### config.mk
export PLATFORM = sky130hd
export DESIGN_NAME = cll_comparator_unit
export DESIGN_NICKNAME = d
export VERILOG_FILES = /design/src/hdl/cll_pkg.sv /design/src/hdl/cll_comparator_unit.sv
export VERILOG_INCLUDE_DIRS = /design/src /design/src/hdl
export SDC_FILE = /design/constraint.sdc
export NUM_CORES = 1
export LEC_CHECK = 0
export BUFFER_PORTS_ARGS = -buffer_cell sky130_fd_sc_hd__buf_2
export CAP_MARGIN = 10
export CORE_UTILIZATION = 44
export DETAILED_ROUTE_END_ITERATION = 12
export PLACE_DENSITY_LB_ADDON = 0.2
export SETUP_SLACK_MARGIN = 0.1
export SLEW_MARGIN = 20
export SYNTH_ARGS = -nofsm -noshare
export SYNTH_HDL_FRONTEND = slang
export SYNTH_SLANG_ARGS = --single-unit
export TNS_END_PERCENT = 30
### constraint.sdc
create_clock -name i_clk -period 1.6 [get_ports i_clk]
set_input_delay 0.32 -clock i_clk [delete_from_list [all_inputs] [get_ports i_clk]]
set_output_delay 0.32 -clock i_clk [all_outputs]
set_load 0.05 [all_outputs]
### src/hdl/cll_map.svh
// Register offsets, field positions and reset values of the comparator unit
`ifndef CLL_MAP_SVH
`define CLL_MAP_SVH
`define CLL_OFS_RDC 8'h78
`define CLL_OFS_MUX 8'h79
`define CLL_OFS_ENA 8'h7A
`define CLL_OFS_OPT 8'h7B
`define CLL_OFS_FUN 8'h7C
`define CLL_OFS_IST 8'h7D
`define CLL_OFS_IMK 8'h7E
`define CLL_RST8 8'h00
`define CLL_RDC_L0 0
`define CLL_RDC_L1 1
`define CLL_RDC_D0 4
`define CLL_RDC_D1 5
`define CLL_ENA_0 0
`define CLL_ENA_1 4
`define CLL_OPT_DS0 0
`define CLL_OPT_RS0 1
`define CLL_OPT_PIN0 2
`define CLL_OPT_INT0 3
`define CLL_OPT_DS1 4
`define CLL_OPT_RS1 5
`define CLL_OPT_PIN1 6
`define CLL_OPT_INT1 7
`define CLL_ENA_MASK 8'h11
`define CLL_IST_MASK 8'h03
`define CLL_ADDR_MASK 8'hFF
`endif

### src/hdl/cll_pkg.sv
// Types shared by the comparator logic and latch unit
package cll_pkg;
  typedef logic [3:0] cll_func_t;
  typedef logic [7:0] cll_reg_t;
endpackage

### src/hdl/cll_comparator_unit.sv
// Comparator truth tables, latches, routing and register slave
//
// The Avalon-MM register port is this design's own decision.
`timescale 1ns/1ps
`include "cll_map.svh"
// Summary of operation
// - Each channel applies one of 16 functions to own and neighbour inputs.
// - Truth-table output high sets that channel's latch.
// - In write-clear mode, writing zero to latched bit clears it.
// - Channel 1 latch clears by write or channel 0 rising edge.
// - Channel 0 latch clears by write or channel 1 rising edge.
// - Output-source bits pick raw or latched main output.
// - Pin-source bits pick raw or latched value for GPIO pin.
// - Read/clear bits 5 and 4 show live comparator state.
// - Read/clear bits 1 and 0 show latched state.
// - Enable bits 4 and 0 switch comparators on.
// - Input-select register holds four two-bit source fields.
// - Function register holds channel 1 high nibble, channel 0 low.
// - Codes 0000 false, 0011 A, 0101 B, 1111 true.
// - Codes 0110 xor, 0111 or, 1000 nor.
// - Main output goes to sensing logic and interrupt controller.
module cll_comparator_unit
  import cll_pkg::*;
(
  // Clock and reset
  input wire logic i_clk,
  input wire logic i_reset_n,
  // Avalon-MM slave
  input wire logic [7:0] i_address,
  input wire logic i_read,
  input wire logic i_write,
  input wire logic [31:0] i_writedata,
  input wire logic [3:0] i_byteenable,
  output logic [31:0] o_readdata,
  output logic o_waitrequest,
  // Analog comparator side
  input wire logic [1:0] i_cmp_raw,
  output logic [1:0] o_cmp_enable,
  output logic [1:0] o_ch0_input_sel_p,
  output logic [1:0] o_ch0_input_sel_n,
  output logic [1:0] o_ch1_input_sel_p,
  output logic [1:0] o_ch1_input_sel_n,
  output logic [1:0] o_analog_out_connect,
  // Routed results
  output logic [1:0] o_main_out,
  output logic [1:0] o_pin_out,
  output logic o_irq
);

  logic rst_s1_q;
  logic rst_n_q;
  logic [1:0] sync1_q;
  logic [1:0] sync2_q;
  logic [1:0] tt_q;
  logic [1:0] tt_prev_q;
  logic [1:0] latch_q;
  logic [1:0] main_q;
  logic [1:0] pin_q;
  cll_reg_t mux_q;
  cll_reg_t ena_q;
  cll_reg_t opt_q;
  cll_reg_t fun_q;
  cll_reg_t ist_q;
  cll_reg_t imk_q;
  logic ack_q;
  logic [31:0] rdata_q;
  logic [1:0] tt_d;
  logic [1:0] rise;
  logic [1:0] wr_clr;
  logic [1:0] clr;
  logic [1:0] rst_sel;
  logic acc;
  logic wr_ok;
  logic rd_ok;
  logic [7:0] wbyte;
  logic wr_acc;
  logic [1:0] latch_d;
  logic [1:0] main_d;
  logic [1:0] pin_d;
  logic [1:0] main_prev_q;
  logic [1:0] main_rise;
  logic [7:0] rdc_view;
  logic [7:0] rdata_d;

  // Code bit 3 gives the result for A=0,B=0 and bit 0 for A=1,B=1
  function automatic logic tt_eval(cll_func_t f, logic a, logic b);
    logic [1:0] idx;
    idx = ~{a, b};
    tt_eval = f[idx];
  endfunction

  // Function code of one channel out of the function register
  function automatic cll_func_t code_of(cll_reg_t r, logic ch);
    code_of = ch ? r[7:4] : r[3:0];
  endfunction

  // Selects the latched copy when the select bit is set
  function automatic logic route(logic use_latch, logic held, logic raw);
    route = use_latch ? held : raw;
  endfunction

  function automatic logic hit(logic [7:0] a, logic [7:0] ofs);
    hit = ((a & `CLL_ADDR_MASK) == ofs);
  endfunction

  // Reset is released through two flops; assertion stays asynchronous
  always_ff @(posedge i_clk or negedge i_reset_n) begin
    if (!i_reset_n) begin
      rst_s1_q <= 1'b0;
    end else begin
      rst_s1_q <= 1'b1;
    end
  end

  always_ff @(posedge i_clk or negedge i_reset_n) begin
    if (!i_reset_n) begin
      rst_n_q <= 1'b0;
    end else begin
      rst_n_q <= rst_s1_q;
    end
  end

  always_ff @(posedge i_clk or negedge rst_n_q) begin
    if (!rst_n_q) begin
      sync1_q <= 2'h0;
    end else begin
      sync1_q <= i_cmp_raw;
    end
  end

  always_ff @(posedge i_clk or negedge rst_n_q) begin
    if (!rst_n_q) begin
      sync2_q <= 2'h0;
    end else begin
      sync2_q <= sync1_q;
    end
  end

  // table lookup, A own and B neighbour
  always_comb begin
    tt_d[0] = tt_eval(code_of(fun_q, 1'b0), sync2_q[0], sync2_q[1]);
    tt_d[1] = tt_eval(code_of(fun_q, 1'b1), sync2_q[1], sync2_q[0]);
  end

  always_ff @(posedge i_clk or negedge rst_n_q) begin
    if (!rst_n_q) begin
      tt_q <= 2'h0;
    end else begin
      tt_q <= tt_d;
    end
  end

  // Previous table output for edge detection
  always_ff @(posedge i_clk or negedge rst_n_q) begin
    if (!rst_n_q) begin
      tt_prev_q <= 2'h0;
    end else begin
      tt_prev_q <= tt_q;
    end
  end

  assign rise = tt_q & ~tt_prev_q;

  // A request is taken on its first cycle and accepted on its second
  assign acc = (i_read | i_write) & ~ack_q;
  assign wr_acc = i_write & ~i_read & ack_q;
  assign wr_ok = wr_acc & i_byteenable[0];
  assign rd_ok = acc & i_read & ~i_write;
  // Lane 0 carries the register byte
  assign wbyte = i_byteenable[0] ? i_writedata[7:0] : `CLL_RST8;
  assign rst_sel = {opt_q[`CLL_OPT_RS1], opt_q[`CLL_OPT_RS0]};

  always_comb begin
    wr_clr = 2'h0;
    if (wr_ok && i_byteenable[0] && hit(i_address, `CLL_OFS_RDC)) begin
      wr_clr[0] = ~wbyte[`CLL_RDC_L0];
      wr_clr[1] = ~wbyte[`CLL_RDC_L1];
    end
  end

  always_comb begin
    // channel 0 cleared by channel 1 edge or by write
    if (rst_sel[0]) begin
      clr[0] = rise[1];
    end else begin
      clr[0] = wr_clr[0];
    end
    // channel 1 cleared by channel 0 edge or by write
    if (rst_sel[1]) begin
      clr[1] = rise[0];
    end else begin
      clr[1] = wr_clr[1];
    end
  end

  always_comb begin
    latch_d = latch_q & ~clr;
    latch_d = latch_d | tt_q;
  end

  always_ff @(posedge i_clk or negedge rst_n_q) begin
    if (!rst_n_q) begin
      latch_q <= 2'h0;
    end else begin
      latch_q <= latch_d;
    end
  end

  always_comb begin
    main_d[0] = route(opt_q[`CLL_OPT_DS0], latch_q[0], tt_q[0]);
    main_d[1] = route(opt_q[`CLL_OPT_DS1], latch_q[1], tt_q[1]);
    pin_d[0] = route(opt_q[`CLL_OPT_PIN0], latch_q[0], tt_q[0]);
    pin_d[1] = route(opt_q[`CLL_OPT_PIN1], latch_q[1], tt_q[1]);
  end

  always_ff @(posedge i_clk or negedge rst_n_q) begin
    if (!rst_n_q) begin
      main_q <= 2'h0;
    end else begin
      main_q <= main_d;
    end
  end

  always_ff @(posedge i_clk or negedge rst_n_q) begin
    if (!rst_n_q) begin
      pin_q <= 2'h0;
    end else begin
      pin_q <= pin_d;
    end
  end

  assign o_main_out = main_q;
  assign o_pin_out = pin_q;

  always_ff @(posedge i_clk or negedge rst_n_q) begin
    if (!rst_n_q) begin
      mux_q <= `CLL_RST8;
    end else if (wr_ok && hit(i_address, `CLL_OFS_MUX)) begin
      mux_q <= wbyte;
    end
  end

  always_ff @(posedge i_clk or negedge rst_n_q) begin
    if (!rst_n_q) begin
      ena_q <= `CLL_RST8;
    end else if (wr_ok && hit(i_address, `CLL_OFS_ENA)) begin
      ena_q <= wbyte & `CLL_ENA_MASK;
    end
  end

  always_ff @(posedge i_clk or negedge rst_n_q) begin
    if (!rst_n_q) begin
      opt_q <= `CLL_RST8;
    end else if (wr_ok && hit(i_address, `CLL_OFS_OPT)) begin
      opt_q <= wbyte;
    end
  end

  always_ff @(posedge i_clk or negedge rst_n_q) begin
    if (!rst_n_q) begin
      fun_q <= `CLL_RST8;
    end else if (wr_ok && hit(i_address, `CLL_OFS_FUN)) begin
      fun_q <= wbyte;
    end
  end

  // Interrupt mask, same layout as the event bits
  always_ff @(posedge i_clk or negedge rst_n_q) begin
    if (!rst_n_q) begin
      imk_q <= `CLL_RST8;
    end else if (wr_ok && hit(i_address, `CLL_OFS_IMK)) begin
      imk_q <= wbyte & `CLL_IST_MASK;
    end
  end

  // Previous main output for event detection
  always_ff @(posedge i_clk or negedge rst_n_q) begin
    if (!rst_n_q) begin
      main_prev_q <= 2'h0;
    end else begin
      main_prev_q <= main_q;
    end
  end

  assign main_rise = main_q & ~main_prev_q;

  // Sticky event bits: a read clears what it returned, set wins
  always_ff @(posedge i_clk or negedge rst_n_q) begin
    if (!rst_n_q) begin
      ist_q <= `CLL_RST8;
    end else if (rd_ok && hit(i_address, `CLL_OFS_IST)) begin
      ist_q <= {6'h00, main_rise};
    end else begin
      ist_q <= ist_q | {6'h00, main_rise};
    end
  end

  assign o_irq = |(ist_q & imk_q);

  assign rdc_view = {2'h0, sync2_q[1], sync2_q[0], 2'h0, latch_q[1],
                     latch_q[0]};

  // Register read multiplexer; unmapped addresses read zero
  always_comb begin
    rdata_d = `CLL_RST8;
    unique case (1'b1)
      hit(i_address, `CLL_OFS_RDC): rdata_d = rdc_view;
      hit(i_address, `CLL_OFS_MUX): rdata_d = mux_q;
      hit(i_address, `CLL_OFS_ENA): rdata_d = ena_q;
      hit(i_address, `CLL_OFS_OPT): rdata_d = opt_q;
      hit(i_address, `CLL_OFS_FUN): rdata_d = fun_q;
      hit(i_address, `CLL_OFS_IST): rdata_d = ist_q;
      hit(i_address, `CLL_OFS_IMK): rdata_d = imk_q;
      default: rdata_d = `CLL_RST8;
    endcase
  end

  // One wait state: ack marks the second cycle of every request
  always_ff @(posedge i_clk or negedge rst_n_q) begin
    if (!rst_n_q) begin
      ack_q <= 1'b0;
    end else begin
      ack_q <= acc;
    end
  end

  // Read data are captured on the first cycle and stand on the second
  always_ff @(posedge i_clk or negedge rst_n_q) begin
    if (!rst_n_q) begin
      rdata_q <= 32'h0000_0000;
    end else if (rd_ok) begin
      rdata_q <= {24'h00_0000, rdata_d};
    end else begin
      rdata_q <= 32'h0000_0000;
    end
  end

  assign o_readdata = rdata_q;
  // Waitrequest falls on the second cycle of each request
  assign o_waitrequest = (i_read | i_write) & ~ack_q;

  assign o_cmp_enable = {ena_q[`CLL_ENA_1], ena_q[`CLL_ENA_0]};

  assign o_ch1_input_sel_p = mux_q[7:6];
  assign o_ch1_input_sel_n = mux_q[5:4];
  assign o_ch0_input_sel_p = mux_q[3:2];
  assign o_ch0_input_sel_n = mux_q[1:0];

  // Connections of each comparator to the analog output
  assign o_analog_out_connect = {opt_q[`CLL_OPT_INT1], opt_q[`CLL_OPT_INT0]};

endmodule

# Word level (Yosys, flattened, before mapping)
# Cells that the tools add are included.
# Widths: inputs -> output; s select.
# totals
reg_bits,63
latch_bits,0
ram_bits,0
rom_bits,0
input_bits,50
output_inout_bits,50
n_memories,0
# op_classes
n_addsub,0
n_mul,0
n_div,0
n_lt_le_gt_ge,2
eq_ne,7
shift,0
mux,15
n_bitwise,23
n_reduce_logical,9
# ops
operator,n
$eq 8x7->1 const B,7
$pmux 8 s7,1
$mux 8,3
$not 2->2,5
$and 8x2->8,1
$logic_and 1x1->1,8
$mux 1,8
$or 8x2->8,1
$reduce_or 8->1,1
$and 1x1->1,6
$and 2x2->2,3
$lt 2x3->1 const B,2
$not 1->1,5
$bmux 1 s2,2
$mux 2,1
$or 2x2->2,1
$or 1x1->1,1

# Logic depth before layout (Yosys ltp)
# Gate-level depths: netlist of the first run.
# depth
ltp_word,11
ltp_mapped,6
depth_no_buf,4

# Least setup slack after synthesis of the first run
# No wires, ideal clock.
# synth_path
path_kind,input-to-reg
start,input i_address[7]
end,register ena_q[0]
setup_time_ns,0.125
arrival_time_ns,1.424
t_required_ns,1.475
setup_slack_ns,0.050
stages,6
path_cell_list,and4b_1 -> buf_6 -> and3b_1 -> buf_6 -> and3_4 -> mux2_4
# synth_between
elab_chain_len,2
# synth_lines
element,line_no,text
from (decl),cll_comparator_unit.sv:29,"input wire logic [7:0] i_address,"
$eq 8x7->1,cll_comparator_unit.sv:103,hit = ((a & `CLL_ADDR_MASK) == ofs);
$logic_and 1x1->1,cll_comparator_unit.sv:246,"end else if (wr_ok && hit(i_address, `CLL_OFS_ENA)) begin"
to (signal assigned),cll_comparator_unit.sv:245,ena_q <= `CLL_RST8;
to (signal assigned),cll_comparator_unit.sv:247,ena_q <= wbyte & `CLL_ENA_MASK;
to (decl),cll_comparator_unit.sv:60,cll_reg_t ena_q;
# No other way between the ends.
# A chain may end at the register's enable or synchronous reset.

# Final worst setup path of the first run
# layout_path
start,register ack_q
end,register mux_q[2]
# layout_between
elab_chain_len,3
# layout_lines
element,line_no,text
from (decl),cll_comparator_unit.sv:65,logic ack_q;
from (signal assigned),cll_comparator_unit.sv:321,ack_q <= 1'b0;
from (signal assigned),cll_comparator_unit.sv:323,ack_q <= acc;
$and 1x1->1,cll_comparator_unit.sv:166,assign wr_acc = i_write & ~i_read & ack_q;
$and 1x1->1,cll_comparator_unit.sv:167,assign wr_ok = wr_acc & i_byteenable[0];
$logic_and 1x1->1,cll_comparator_unit.sv:238,"end else if (wr_ok && hit(i_address, `CLL_OFS_MUX)) begin"
to (signal assigned),cll_comparator_unit.sv:237,mux_q <= `CLL_RST8;
to (signal assigned),cll_comparator_unit.sv:239,mux_q <= wbyte;
to (decl),cll_comparator_unit.sv:59,cll_reg_t mux_q;
# No other way between the ends.

==> results of run 1 <==
==> routing by layer <==
metal,routed length (µm),global-route usage [%],share of wire (%)
met1,2560,26.4,46
met3,239,5.80,4.3
met4,75,8.04,1.3
met2,2710,31.2,48
met5,0,0,0
==> power groups by stage <==
stage	Combinational (mW)	Clock, mW	Sequential [mW]
global placement	0.324	0	1.51
detailed placement	0.326	0	1.51
finish	0.328	1.18	1.49
global route	0.356	1.29	1.49
floorplan	0.259	0	1.53
CTS	0.329	1.21	1.49
==> sequential cells by signal, indices dropped and copies added, names as in the netlist <==
signal and count:
o_main_out 2, sync1_q 2, ist_q 2, o_readdata 8, tt_q 2, ena_q 2, rst_s1_q 1, sync2_q 2
main_prev_q 2, rst_n_q 1, ack_q 1, imk_q 2, opt_q 8, latch_q 2, o_pin_out 2, mux_q 8
fun_q 8, tt_prev_q 2
==> through the flow <==
stage | area (µm²) | util, %
finish | 3290 | 55.6
global route | 3290 | 55.6
detailed placement | 3060 | 51.6
CTS | 3270 | 55.2
floorplan | 2800 | -
global placement | 3060 | 51.6
==> cell type report <==
| cell class | instances | area (µm²) |
|---|---|---|
| inverter | 2 | 7.51 |
| timing repair buffer | 71 | 438 |
| sequential | 57 | 1430 |
| tap | 75 | 93.8 |
| multi-input combinational | 145 | 1150 |
| clock buffer | 13 | 159 |
| clock inverter | 3 | 15.0 |
| fill | 525 | 2630 |
==> what timing repair did <==
| action | 4_1_cts | 5_1_grt |
|---|---|---|
| pin swaps | 1 | 1 |
| hold buffers | 1 | 0 |
| hold endpoints to repair | 2 | 0 |
| resized for setup | 8 | 4 |
| setup buffers | 0 | 1 |
| cloned | 0 | 0 |
| endpoints found under the setup margin | 16 | 20 |
==> worst max-delay path, cell delays in order, from the launching register on <==
cell and delay [ns]:
sky130_fd_sc_hd__dfrtp_1 0.37, sky130_fd_sc_hd__and4b_4 0.26, sky130_fd_sc_hd__nand4b_4 0.15, sky130_fd_sc_hd__nor2b_4 0.18, sky130_fd_sc_hd__buf_6 0.15, sky130_fd_sc_hd__mux2_4 0.30
==> how the worst max path moves through the flow <==
stage                    end          from  slack [ns]  cells past startpoint
finish              mux_q[2]         ack_q        0.09                      5
global placement    mux_q[1]  i_address[7]       -0.16                      6
global route        mux_q[2]         ack_q        0.03                      5
detailed placement  mux_q[2]  i_address[7]       -0.16                      6
CTS                 mux_q[4]         ack_q        0.08                      5
floorplan           ena_q[0]  i_address[7]        0.05                      6
==> layout by cell type (no fill, tap or decap), drive strengths merged, types with 2 or more instances in the layout <==
master / synthesis / final
and2: 9 / 9
nor3: 4 / 4
clkinv: 0 / 3
dfrtp: 57 / 57
mux2: 35 / 35
a22o: 5 / 5
inv: 2 / 2
nor3b: 2 / 2
nand3: 7 / 7
mux2i: 3 / 3
nor2b: 2 / 2
buf: 32 / 70
o21ai: 2 / 2
nor2: 4 / 4
nand2b: 3 / 3
clkbuf: 0 / 13
nand3b: 2 / 2
and3: 5 / 5
conb: 2 / 25
mux4: 4 / 4
and4b: 2 / 2
nand2: 11 / 11
nand4: 3 / 3
a21oi: 12 / 12
==> cell families (layout without fill, tap and decap cells) <==
group                  count (synthesis)  in the layout  synth area share, %
multiplexers                          42             42                 19.2
flip-flops                            57             57                 52.6
AO/OA/AOI/OAI                         20             20                 4.43
AND/OR/NAND/NOR                       58             58                 14.1
buffers and inverters                 34             89                 9.45
other                                  2             25                0.277
==> results.txt, run 1 <==
The max-capacitance violation count came out at 0. The chip width came out at 80.5 µm. The count of cells along the worst register-to-register path is 5. The part of the total power dissipated in sequential elements is 49.6%. The floorplan step defined a die boundary enclosing 6490 µm². The worst-case vdd ir drop came out at 0.000755 V. The share of the yosys chip area belonging to registers is 52.6%. The most numerous cell in the Yosys netlist is sky130_fd_sc_hd__dfrtp_1. The placeable core region is 5920 µm². TritonCTS built the clock tree.

The number of antenna violations at the first check in global routing was 0. The global-route wire length before repair is 9370 µm. The number of global-route vias before repair is 1,830.

Of the total power, combinational logic draws 10.9%. The total clock buffers created by CTS is 9. The final critical path time including I/O delays and setup came out at 1.51 ns. At the worst endpoint, the arrival time is 1.73 ns.

The setup slack of the worst register-to-register path is 0.09 ns. The startpoint identified for the worst hold timing path is i_cmp_raw[0]. The commonest cells after synthesis are 57 x sky130_fd_sc_hd__dfrtp_1, 32 x sky130_fd_sc_hd__mux2_2, 28 x sky130_fd_sc_hd__buf_4.

The library cell with the largest summed area after synthesis is sky130_fd_sc_hd__dfrtp_1. The highest attainable clock frequency came out at 661 MHz. The routability-driven placement congestion ratio is 0.763. The setup skew after layout is 0.00735 ns. The cell area after technology mapping came out at 2710 µm². Setup slack on the critical path of the routed design comes to 0.0870 ns. The fraction of layout instances using a drive strength above 1 is 47.8%. The cell count after synthesis is 213. The leakage power total came out at 1.72 nW.

The tightest hold margin is 0.0877 ns. The worst hold path terminates at sync1_q[0]. The largest fanout of any net on the critical path came out at 4. The total negative slack for setup checks came out at 0 ns. The worst hold path cell count is 1.

Global routing used 20.1% of the available tracks across all layers. The synthesis-stage register bit count came out at 57. The flow ran to the end, and the final reports show no timing, DRC or antenna violations. In this run, the number of DRC markers left after iteration 0 of detailed routing was 94. The top-level I/O count is 100. The clock reaches the later pin of the worst-skew pair after 0.33 ns.

The number of core rows came out at 28. The pin count of the biggest net entering global routing came out at 56. Once detail routing completed, the nets flagged for antenna violations numbered 0. The clock sink total is 57. The yosys synthesis warning count is 0. The average footprint of a synthesized cell is 12.7 µm². After clock tree synthesis, the clock-pin slew on the worst setup and hold paths is 0.06 ns. The number of setup violations in the final report came out at 0. The detailed placer's ending HPWL came out at 4100 µm.

The number of enable flip-flop cells after synthesis is 0. Clock tree synthesis selected as its root buffer the cell sky130_fd_sc_hd__clkbuf_8. The path class of the tightest hold or removal check is in -> reg. Summed over all layers, the routed wires come to 5580 µm. Of all flip-flops after synthesis, the portion carrying an async set or reset was 100%. The number of hold violations in the final report came out at 0. The worst register-to-register path begins at ack_q. Among all flip-flop cells after synthesis, the most frequent one is sky130_fd_sc_hd__dfrtp_1. The first detailed-routing pass took 4 iterations.

The number of non-filler instances in the completed layout is 366. No sink is reached through more buffers than the 2 on the longest clock path. The final total power is 3.00 mW. Ranked by total cell area, the synthesized netlist is headed by sky130_fd_sc_hd__dfrtp_1 53%, sky130_fd_sc_hd__mux2_2 13%, sky130_fd_sc_hd__buf_4 7.7%. In this run the critical register-to-register path is captured at mux_q[2]. The area fraction of the dominant cell type after synthesis came out at 52.6%. The area growth from synthesis to layout is 21.3%. The global-route congestion overflow total came out at 0. The worst setup path is captured at a flip-flop. The internal power summed over all cells came out at 2.19 mW. Of the available clock period, the critical path in the final layout requires 94.6%. The startpoint type of the worst setup path is a flip-flop. The H-tree generated during clock tree synthesis spans 3 levels. The die is 80.5 µm tall. The final antenna diode count is 0. The mean number of vias per cell came out at 4.98. In the final routed layout, each cell accounts on average for 15.3 µm. Buffers placed on the I/O ports in this run total 48.

The number of unique standard cell types used by synthesis is 38. For this design the total switching power over the nets is 0.803 mW. STA puts the critical path data required time at 1.82 ns. The switching portion of total power came out at 26.8%. The critical path is of the reg -> reg type.

The initial cell density of the core is 45.8%. The remaining routing DRC violations is 0. The number of vias in the routed layout came out at 1,821.

The setup slack after placement is -0.164 ns. The max-slew violation count is 0. The number of cells in the design after placement came out at 348. Dividing total power by cell area gives a power density of 910 nW/µm². The net count of the finished layout is 336.

Setup repair after global routing could not meet its margin everywhere. The clock network fraction of total power came out at 39.5%.
No activity file was read; power rests on OpenSTA's default activity.
==> inputs of run 2 (changes only) <==
--- a/config.mk
+++ b/config.mk
@@ -8,7 +8,7 @@
 export LEC_CHECK = 0
 export BUFFER_PORTS_ARGS = -buffer_cell sky130_fd_sc_hd__buf_2
 export CAP_MARGIN = 10
-export CORE_UTILIZATION = 44
+export CORE_UTILIZATION = 49
 export DETAILED_ROUTE_END_ITERATION = 12
 export PLACE_DENSITY_LB_ADDON = 0.2
 export SETUP_SLACK_MARGIN = 0.1
==> constraint.sdc (replaced) <==
create_clock -name i_clk -period 1.5 [get_ports i_clk]
set_input_delay 0.3 -clock i_clk [delete_from_list [all_inputs] [get_ports i_clk]]
set_output_delay 0.3 -clock i_clk [all_outputs]
set_load 0.05 [all_outputs]
==> run 2 against run 1 <==
  * The flow now finishes with violations (setup timing)
  * Hold slack got worse by 0.019 ns
  * Clock power up 49%
  * Core utilization is 12 points higher
  * Critical path type unchanged
  * Sequential power rose by 7%
  * Non-clock buffer count up 9
  * Routed wire length increased by 9.9%
==> results.txt, run 2 (synthesis gave the netlist of run 1 again) <==
The data arrival at the endpoint of the critical path was 1.75 ns (+0.02 ns). The cell area reported after detailed placement came out at 3100 µm² (+1.4%). The required time at the worst-slack endpoint is 1.72 ns (-0.10 ns). The pin count of the biggest net entering global routing came out at 36 (-36%). The routability-driven placement congestion ratio is 0.815 (+6.9%).

The average wire length per cell after detail routing is 16.6 µm (+8.7%). The highest attainable clock frequency is 654 MHz (-0.99%). The top-level I/O count came out at 100 (unchanged). The library cell used most frequently in the layout, excluding fill and tap cells, is sky130_fd_sc_hd__dfrtp_1.

The tightest hold margin is 0.0685 ns (-0.0193 ns). The antenna violation net count after detailed routing came out at 0 (unchanged). The clock sink total is 57 (unchanged). The final worst setup slack came out at -0.0281 ns (-0.115 ns). The maximum level of the CTS H-tree is 3 (unchanged). The detailed placer's ending HPWL was 4260 µm (+3.9%). The total wirelength of the detailed-routed design is 6130 µm (+9.9%). The die outline area came out at 5840 µm² (-10%). The layout net count was 345 (+2.7%). The design area is 3510 µm² (+6.6%). The flow ran to the end, but the final reports show violations. The area growth from synthesis to final layout came out at 29.4%. The chip width is 76.4 µm (-5.1%). The setup path with the least slack is of type reg -> reg.

The global-route congestion overflow total came out at 0 (unchanged). The slowest stage of the critical path is the sky130_fd_sc_hd__dfrtp_1 cell. The met2 global-route usage came out at 35.9% (+4.7 points).

The number of core rows came to 26 (-7.1%). STA classifies the critical path startpoint as a flip-flop. The buffer levels on the longest clock path came out at 2 (unchanged).

Walking the worst path, the cells encountered are and4b_4 > nand4b_4 > nor2b_4 > buf_8 > mux2_4. TritonCTS built the clock tree. The global-route usage over all layers came out at 22.9% (+2.8 points).

The part of the cycle the worst path needs is 102% (+7.3 points). The worst hold path cell count is 1 (unchanged). The class of the tightest hold or removal check is in -> reg. The initial cell density of the core is 52.1% (+6.3 points).

The number of setup violations in the final report is 12 (+12). The power per standard cell area is 1060 nW/µm² (+17%). The met3 track utilization from global routing is 5.63% (-0.17 points). The buffers plus inverters on the worst setup path is 1 (unchanged). The final antenna diode count is 0 (unchanged). The setup skew after layout is 0.00663 ns (-0.000729 ns). The clock latency on the worst-skew pair is 0.34 ns (about the same). The number of antenna violations at the first check in global routing came out at 0 (unchanged). The longest individual stage delay on the worst path is 0.35 ns (-0.02 ns). The worst-case vdd ir drop came out at 0.00101 V (+34%). Among cell families on the critical path, the largest total delay comes from simple AND/OR/NAND/NOR gates.

The setup slack of the worst register-to-register path is -0.03 ns (-0.12 ns). For hold timing, the worst endpoint is sync1_q[0]. The worst setup path is captured at a flip-flop. The global-route wire length before repair came out at 9990 µm (+6.6%). The layer carrying the most global-route usage is met2. The startpoint identified for the worst hold timing path is i_cmp_raw[0].

The number of design-rule violations left by the first detailed-router iteration came out at 140 (+49%). The mean number of vias per cell was 5.03 (+1.0%). The total clock buffers created by CTS is 9 (unchanged). The number of global-route vias before repair is 1,936 (+5.8%). The largest fanout of any net on the critical path is 6 (+2). In this run the critical register-to-register path is captured at mux_q[7]. The area of the multi-input gates was 1220 µm² (+6.2%).

The vertical die dimension came out at 76.4 µm (-5.1%). The placeable core region is 5200 µm² (-12%). The number of cells in the design after placement came out at 351 (+0.86%). The core utilization of the finished layout is 67.5% (+12 points). The clock input transition at the sequential cells of the worst setup and hold paths came out at 0.06 ns (about the same).

The startpoint identified for the worst register-to-register timing path is ack_q. The final reports fail on setup timing. The final-layout fill cell count came out at 398 (-24%).

The global routing usage on met1 was 30.9% (+4.6 points). The number of vias in the routed layout came out at 1,860 (+2.1%). Clock tree synthesis selected as its root buffer the cell sky130_fd_sc_hd__clkbuf_8. Setup repair after global routing could not meet its margin everywhere.

The number of hold violations in the final report is 0 (unchanged). The fraction of layout instances using a drive strength above 1 is 50.7% (+2.9 points). The final critical path time including I/O delays and setup was 1.53 ns (+0.0151 ns). The max-capacitance violation count came out at 0 (unchanged). The leakage power total is 1.82 nW (+5.8%).

The remaining routing DRC violations was 0 (unchanged). The max-slew violation count came out at 0 (unchanged). The number of non-filler instances in the completed layout came out at 370 (+1.1%). The count of cells along the worst register-to-register path is 5 (unchanged). The count of input and output buffers came to 48 (unchanged). The first-pass iteration count of the detailed router is 4 (unchanged). In the layout the commonest cells are 56 x sky130_fd_sc_hd__dfrtp_1, 46 x sky130_fd_sc_hd__buf_2, 26 x sky130_fd_sc_hd__buf_4. The area used by sequential logic in the layout came out at 1430 µm² (unchanged).
-- run 2: repair_timing --
item                                    in CTS  in global routing
pin swaps                                    4                  4
resized for setup                           28                  8
buffers inserted                             2                  0
hold buffers                                 1                  0
endpoints found under the hold margin        2                  0
endpoints found under the setup margin      28                 34
-- run 2: worst reg2reg max path: stages (launching register included) --
cell	delay (ns)
sky130_fd_sc_hd__dfrtp_1	0.35
sky130_fd_sc_hd__and4b_4	0.26
sky130_fd_sc_hd__nand4b_4	0.16
sky130_fd_sc_hd__nor2b_4	0.18
sky130_fd_sc_hd__buf_8	0.17
sky130_fd_sc_hd__mux2_4	0.31
-- run 2: worst max-delay path by stage --
stage | from | endpoint | cells after the start
floorplan | i_address[7] | ena_q[0] | 6
global placement | i_address[7] | mux_q[4] | 6
detailed placement | i_address[7] | mux_q[5] | 6
CTS | ack_q | mux_q[5] | 5
global route | ack_q | mux_q[7] | 5
finish | ack_q | mux_q[7] | 5
-- run 2: final cells by class --
| type | instances | area share, % |
|---|---|---|
| timing repair buffer | 80 | 14.9 |
| sequential | 57 | 40.6 |
| inverter | 2 | 0.214 |
| clock buffer | 11 | 4.03 |
| tap | 70 | 2.49 |
| multi-input combinational | 145 | 34.8 |
| clock inverter | 5 | 2.92 |
-- run 2: stage by stage --
stage | worst slack (ns) | power (mW) | setup TNS [ns]
finish | -0.0281 | 3.74 | -0.205
global route | -0.0791 | 3.84 | -0.946
CTS | -0.0311 | 3.75 | -0.188
detailed placement | -0.297 | 1.97 | -4.74
global placement | -0.272 | 1.97 | -4.00
floorplan | -0.0296 | 1.91 | -0.0592
-- run 2: where the power goes --
group / leakage, nW / switching (mW) / internal, mW / total (mW)
clock: 0.120 / 0.618 / 1.15 / 1.76
combinational: 0.931 / 0.270 / 0.118 / 0.388
sequential: 0.768 / 0.0222 / 1.56 / 1.59
total: 1.82 / 0.910 / 2.83 / 3.74
-- run 2: per-layer routing --
layer / up-vias / part of all wire [%]
li1: 868 / -
met1: 927 / 47
met2: 59 / 48
met3: 6 / 4.4
met4: 0 / 0.88
met5: - / 0
==> inputs of run 3 (changes only) <==
==> constraint.sdc (replaced) <==
create_clock -name i_clk -period 1.54 [get_ports i_clk]
set_input_delay 0.308 -clock i_clk [delete_from_list [all_inputs] [get_ports i_clk]]
set_output_delay 0.308 -clock i_clk [all_outputs]
set_load 0.05 [all_outputs]
==> run 3 against run 2 <==
  * The run now ends clean
  * Final cell count decreased by 1.6%
  * Core utilization decreased by 1.7 points
  * Cell area decreased by 2.5%
  * Global-route usage decreased by 1.2 points
  * Clock power decreased by 10%
  * Setup slack improved by 0.064 ns
  * First-iteration DRC count decreased by 12%
  * Combinational power decreased by 7.7%
  * Largest power group unchanged
  * Highest routed layer unchanged
==> results.txt, run 3 (synthesis gave the netlist of run 1 again) <==
The area used by sequential logic in the layout came to 1430 µm² (unchanged). The area growth from synthesis to final layout is 26.1%. The worst reg2reg path startpoint is ack_q. The total wirelength of the detailed-routed design came to 5710 µm (-6.9%). The antenna violation net count after detailed routing is 0 (unchanged). The power dissipated by switching net loads came out at 0.820 mW (-9.8%). The average wire length per cell after detail routing was 15.7 µm (-5.3%).

The top-level I/O count came to 100 (unchanged). The number of setup buffers added after CTS came out at 0 (-2). The pin count of the biggest net entering global routing came to 45 (+25%). The top cell types in the final layout, fill and taps aside, are 56 x sky130_fd_sc_hd__dfrtp_1, 46 x sky130_fd_sc_hd__buf_2, 25 x sky130_fd_sc_hd__conb_1. The global-route wire length before repair is 9440 µm (-5.5%). The highest attainable clock frequency came out at 665 MHz (+1.6%). The die outline area is 5840 µm² (unchanged). The setup skew after layout came to 0.00754 ns (+0.000916 ns). The setup slack of the worst register-to-register path came out at 0.04 ns (+0.06 ns). The placeable core region is 5200 µm² (unchanged).

The proportion of power drawn by combinational gates is 10.3% (about the same). The run finished with clean final reports. The count of input and output buffers was 48 (unchanged). The largest fanout of any net on the critical path came to 6 (unchanged). The clock input transition at the sequential cells of the worst setup and hold paths is 0.06 ns (about the same). The final total power came out at 3.49 mW (-6.7%). The worst setup path is launched from a flip-flop. The critical path is of the reg -> reg type. The buffer levels on the longest clock path is 2 (unchanged). The clock sink total was 57 (unchanged). The number of hold violations in the final report came to 0 (unchanged).

The switching portion of total power came to 23.5% (-0.82 points). The detailed placer's ending HPWL is 4100 µm (-3.7%). The total clock buffers created by CTS came out at 9 (unchanged). The required time at the worst-slack endpoint came out at 1.75 ns (+0.03 ns).

The kind of end point of the critical path is a flip-flop. In this run the worst setup path begins at ack_q. The remaining routing DRC violations is 0 (unchanged). The count of cells along the worst register-to-register path is 5 (unchanged). Leaving out fill and tap cells, the most frequent cell in the layout is sky130_fd_sc_hd__dfrtp_1. The area of the multi-input gates was 1170 µm² (-4.1%).

The core utilization of the finished layout is 65.8% (-1.7 points). The chip width is 76.4 µm (unchanged). The number of setup violations in the final report came to 0 (-12). The part of the total power dissipated in sequential elements came out at 44.4% (+2.0 points). The routability-driven placement congestion ratio is 0.809 (-0.82%). The initial cell density of the core came out at 52.1% (unchanged). In this run the critical register-to-register path is captured at mux_q[4]. The max-slew violation count came out at 0 (unchanged). The final-layout fill cell count was 409 (+2.8%). Setup repair after global routing could not meet its margin everywhere. TritonCTS built the clock tree. The cell at the root of the clock tree is sky130_fd_sc_hd__clkbuf_8.

Following the worst setup path forward leads to its endpoint at mux_q[4]. The vertical die dimension was 76.4 µm (unchanged). The number of antenna violations at the first check in global routing is 0 (unchanged). The layout net count came out at 340 (-1.4%). The power per standard cell area is 1020 nW/µm² (-4.3%). The internal power summed over all cells came out at 2.67 mW (-5.7%). The leakage power total is 1.78 nW (-2.3%). The mean number of vias per cell came to 5.02 (-0.21%). The number of design-rule violations left by the first detailed-router iteration came out at 123 (-12%). The part of the cycle the worst path needs is 97.7% (-4.2 points). The number of core rows is 26 (unchanged). The worst-case vdd ir drop came out at 0.000861 V (-15%). The maximum level of the CTS H-tree is 3 (unchanged). The number of global-route vias before repair was 1,873 (-3.3%).

The final antenna diode count is 0 (unchanged). The clock network fraction of total power is 45.3% (-1.9 points). The first-pass iteration count of the detailed router is 5 (+1). The final critical path time including I/O delays and setup came to 1.50 ns (-0.0242 ns). The data arrival at the endpoint of the critical path came to 1.71 ns (-0.04 ns). The fraction of layout instances using a drive strength above 1 came out at 49.3% (-1.3 points). The global-route usage over all layers came out at 21.7% (-1.2 points). The global-route congestion overflow total is 0 (unchanged).

The clock latency on the worst-skew pair came out at 0.33 ns (about the same). The class of the tightest hold or removal check is in -> reg. The max-capacitance violation count is 0 (unchanged). The number of vias in the routed layout is 1,826 (-1.8%).
==> run 3: cell count changes in the layout (fill, tap and decap cells not counted), moves of 2 or more <==
cell / before / now
sky130_fd_sc_hd__mux2_4: 19 / 11
sky130_fd_sc_hd__buf_12: 0 / 2
sky130_fd_sc_hd__buf_4: 26 / 22
sky130_fd_sc_hd__mux2_2: 15 / 23
sky130_fd_sc_hd__clkbuf_8: 10 / 12
sky130_fd_sc_hd__buf_6: 5 / 2
==> run 3: layer usage <==
layer | part of all wire [%] | vias up | GRT usage, % | wire [µm]
li1 | - | 857 | - | -
met1 | 45 | 898 | 28.3 | 2550
met2 | 49 | 63 | 34.1 | 2790
met3 | 5.0 | 8 | 6.59 | 285
met4 | 1.4 | 0 | 8.46 | 82
met5 | 0 | - | 0 | 0
==> run 3: cell type report <==
type | count | share of cell area (%)
clock buffers | 13 | 4.93
clock inverters | 2 | 1.75
inverters | 2 | 0.219
multi-input cells | 145 | 34.3
flip-flops and latches | 57 | 41.7
well taps | 70 | 2.56
repair buffers | 75 | 14.5
==> run 3: power groups by stage <==
stage          registers (mW)  clock network (mW)  logic, mW
5_1_grt                  1.55                1.69      0.382
3_3_place_gp             1.58                   0      0.339
6_report                 1.55                1.58      0.358
2_1_floorplan            1.59                   0      0.269
3_5_place_dp             1.58                   0      0.341
4_1_cts                  1.55                1.62      0.352
==> run 3: how the worst min path moves through the flow <==
stage / cells after the start / end / from
global placement: 1 / rst_s1_q / i_reset_n
floorplan: 0 / rst_n_q / i_reset_n
finish: 1 / sync1_q[1] / i_cmp_raw[1]
global route: 1 / sync1_q[0] / i_cmp_raw[0]
CTS: 1 / sync1_q[1] / i_cmp_raw[1]
detailed placement: 1 / rst_s1_q / i_reset_n
==> run 3: critical path, cell delays in order (launching register included) <==
cell	delay, ns
sky130_fd_sc_hd__dfrtp_1	0.35
sky130_fd_sc_hd__and4b_4	0.25
sky130_fd_sc_hd__nand4b_4	0.16
sky130_fd_sc_hd__nor2b_4	0.16
sky130_fd_sc_hd__buf_8	0.16
sky130_fd_sc_hd__mux2_4	0.30
==> run 3: stage by stage <==
stage               setup slack [ns]  cell area, µm²  hold WS, ns  setup TNS, ns  instances
finish                        0.0362            3420       0.0841              0        364
global route                 -0.0362            3420       0.0606         -0.408        364
CTS                           0.0280            3380       0.0708              0        364
detailed placement            -0.231            3100       0.0949          -3.91        348
global placement              -0.223            3100       0.0943          -3.80        348
floorplan                    0.00241            2800       0.0124              0        236
==> run 3: what timing repair did <==
item                       in CTS  in global routing
setup endpoints to repair      18                 29
pin swaps                       2                  2
hold buffers                    1                  0
gates resized for setup        12                 11
hold endpoints to repair        2                  0
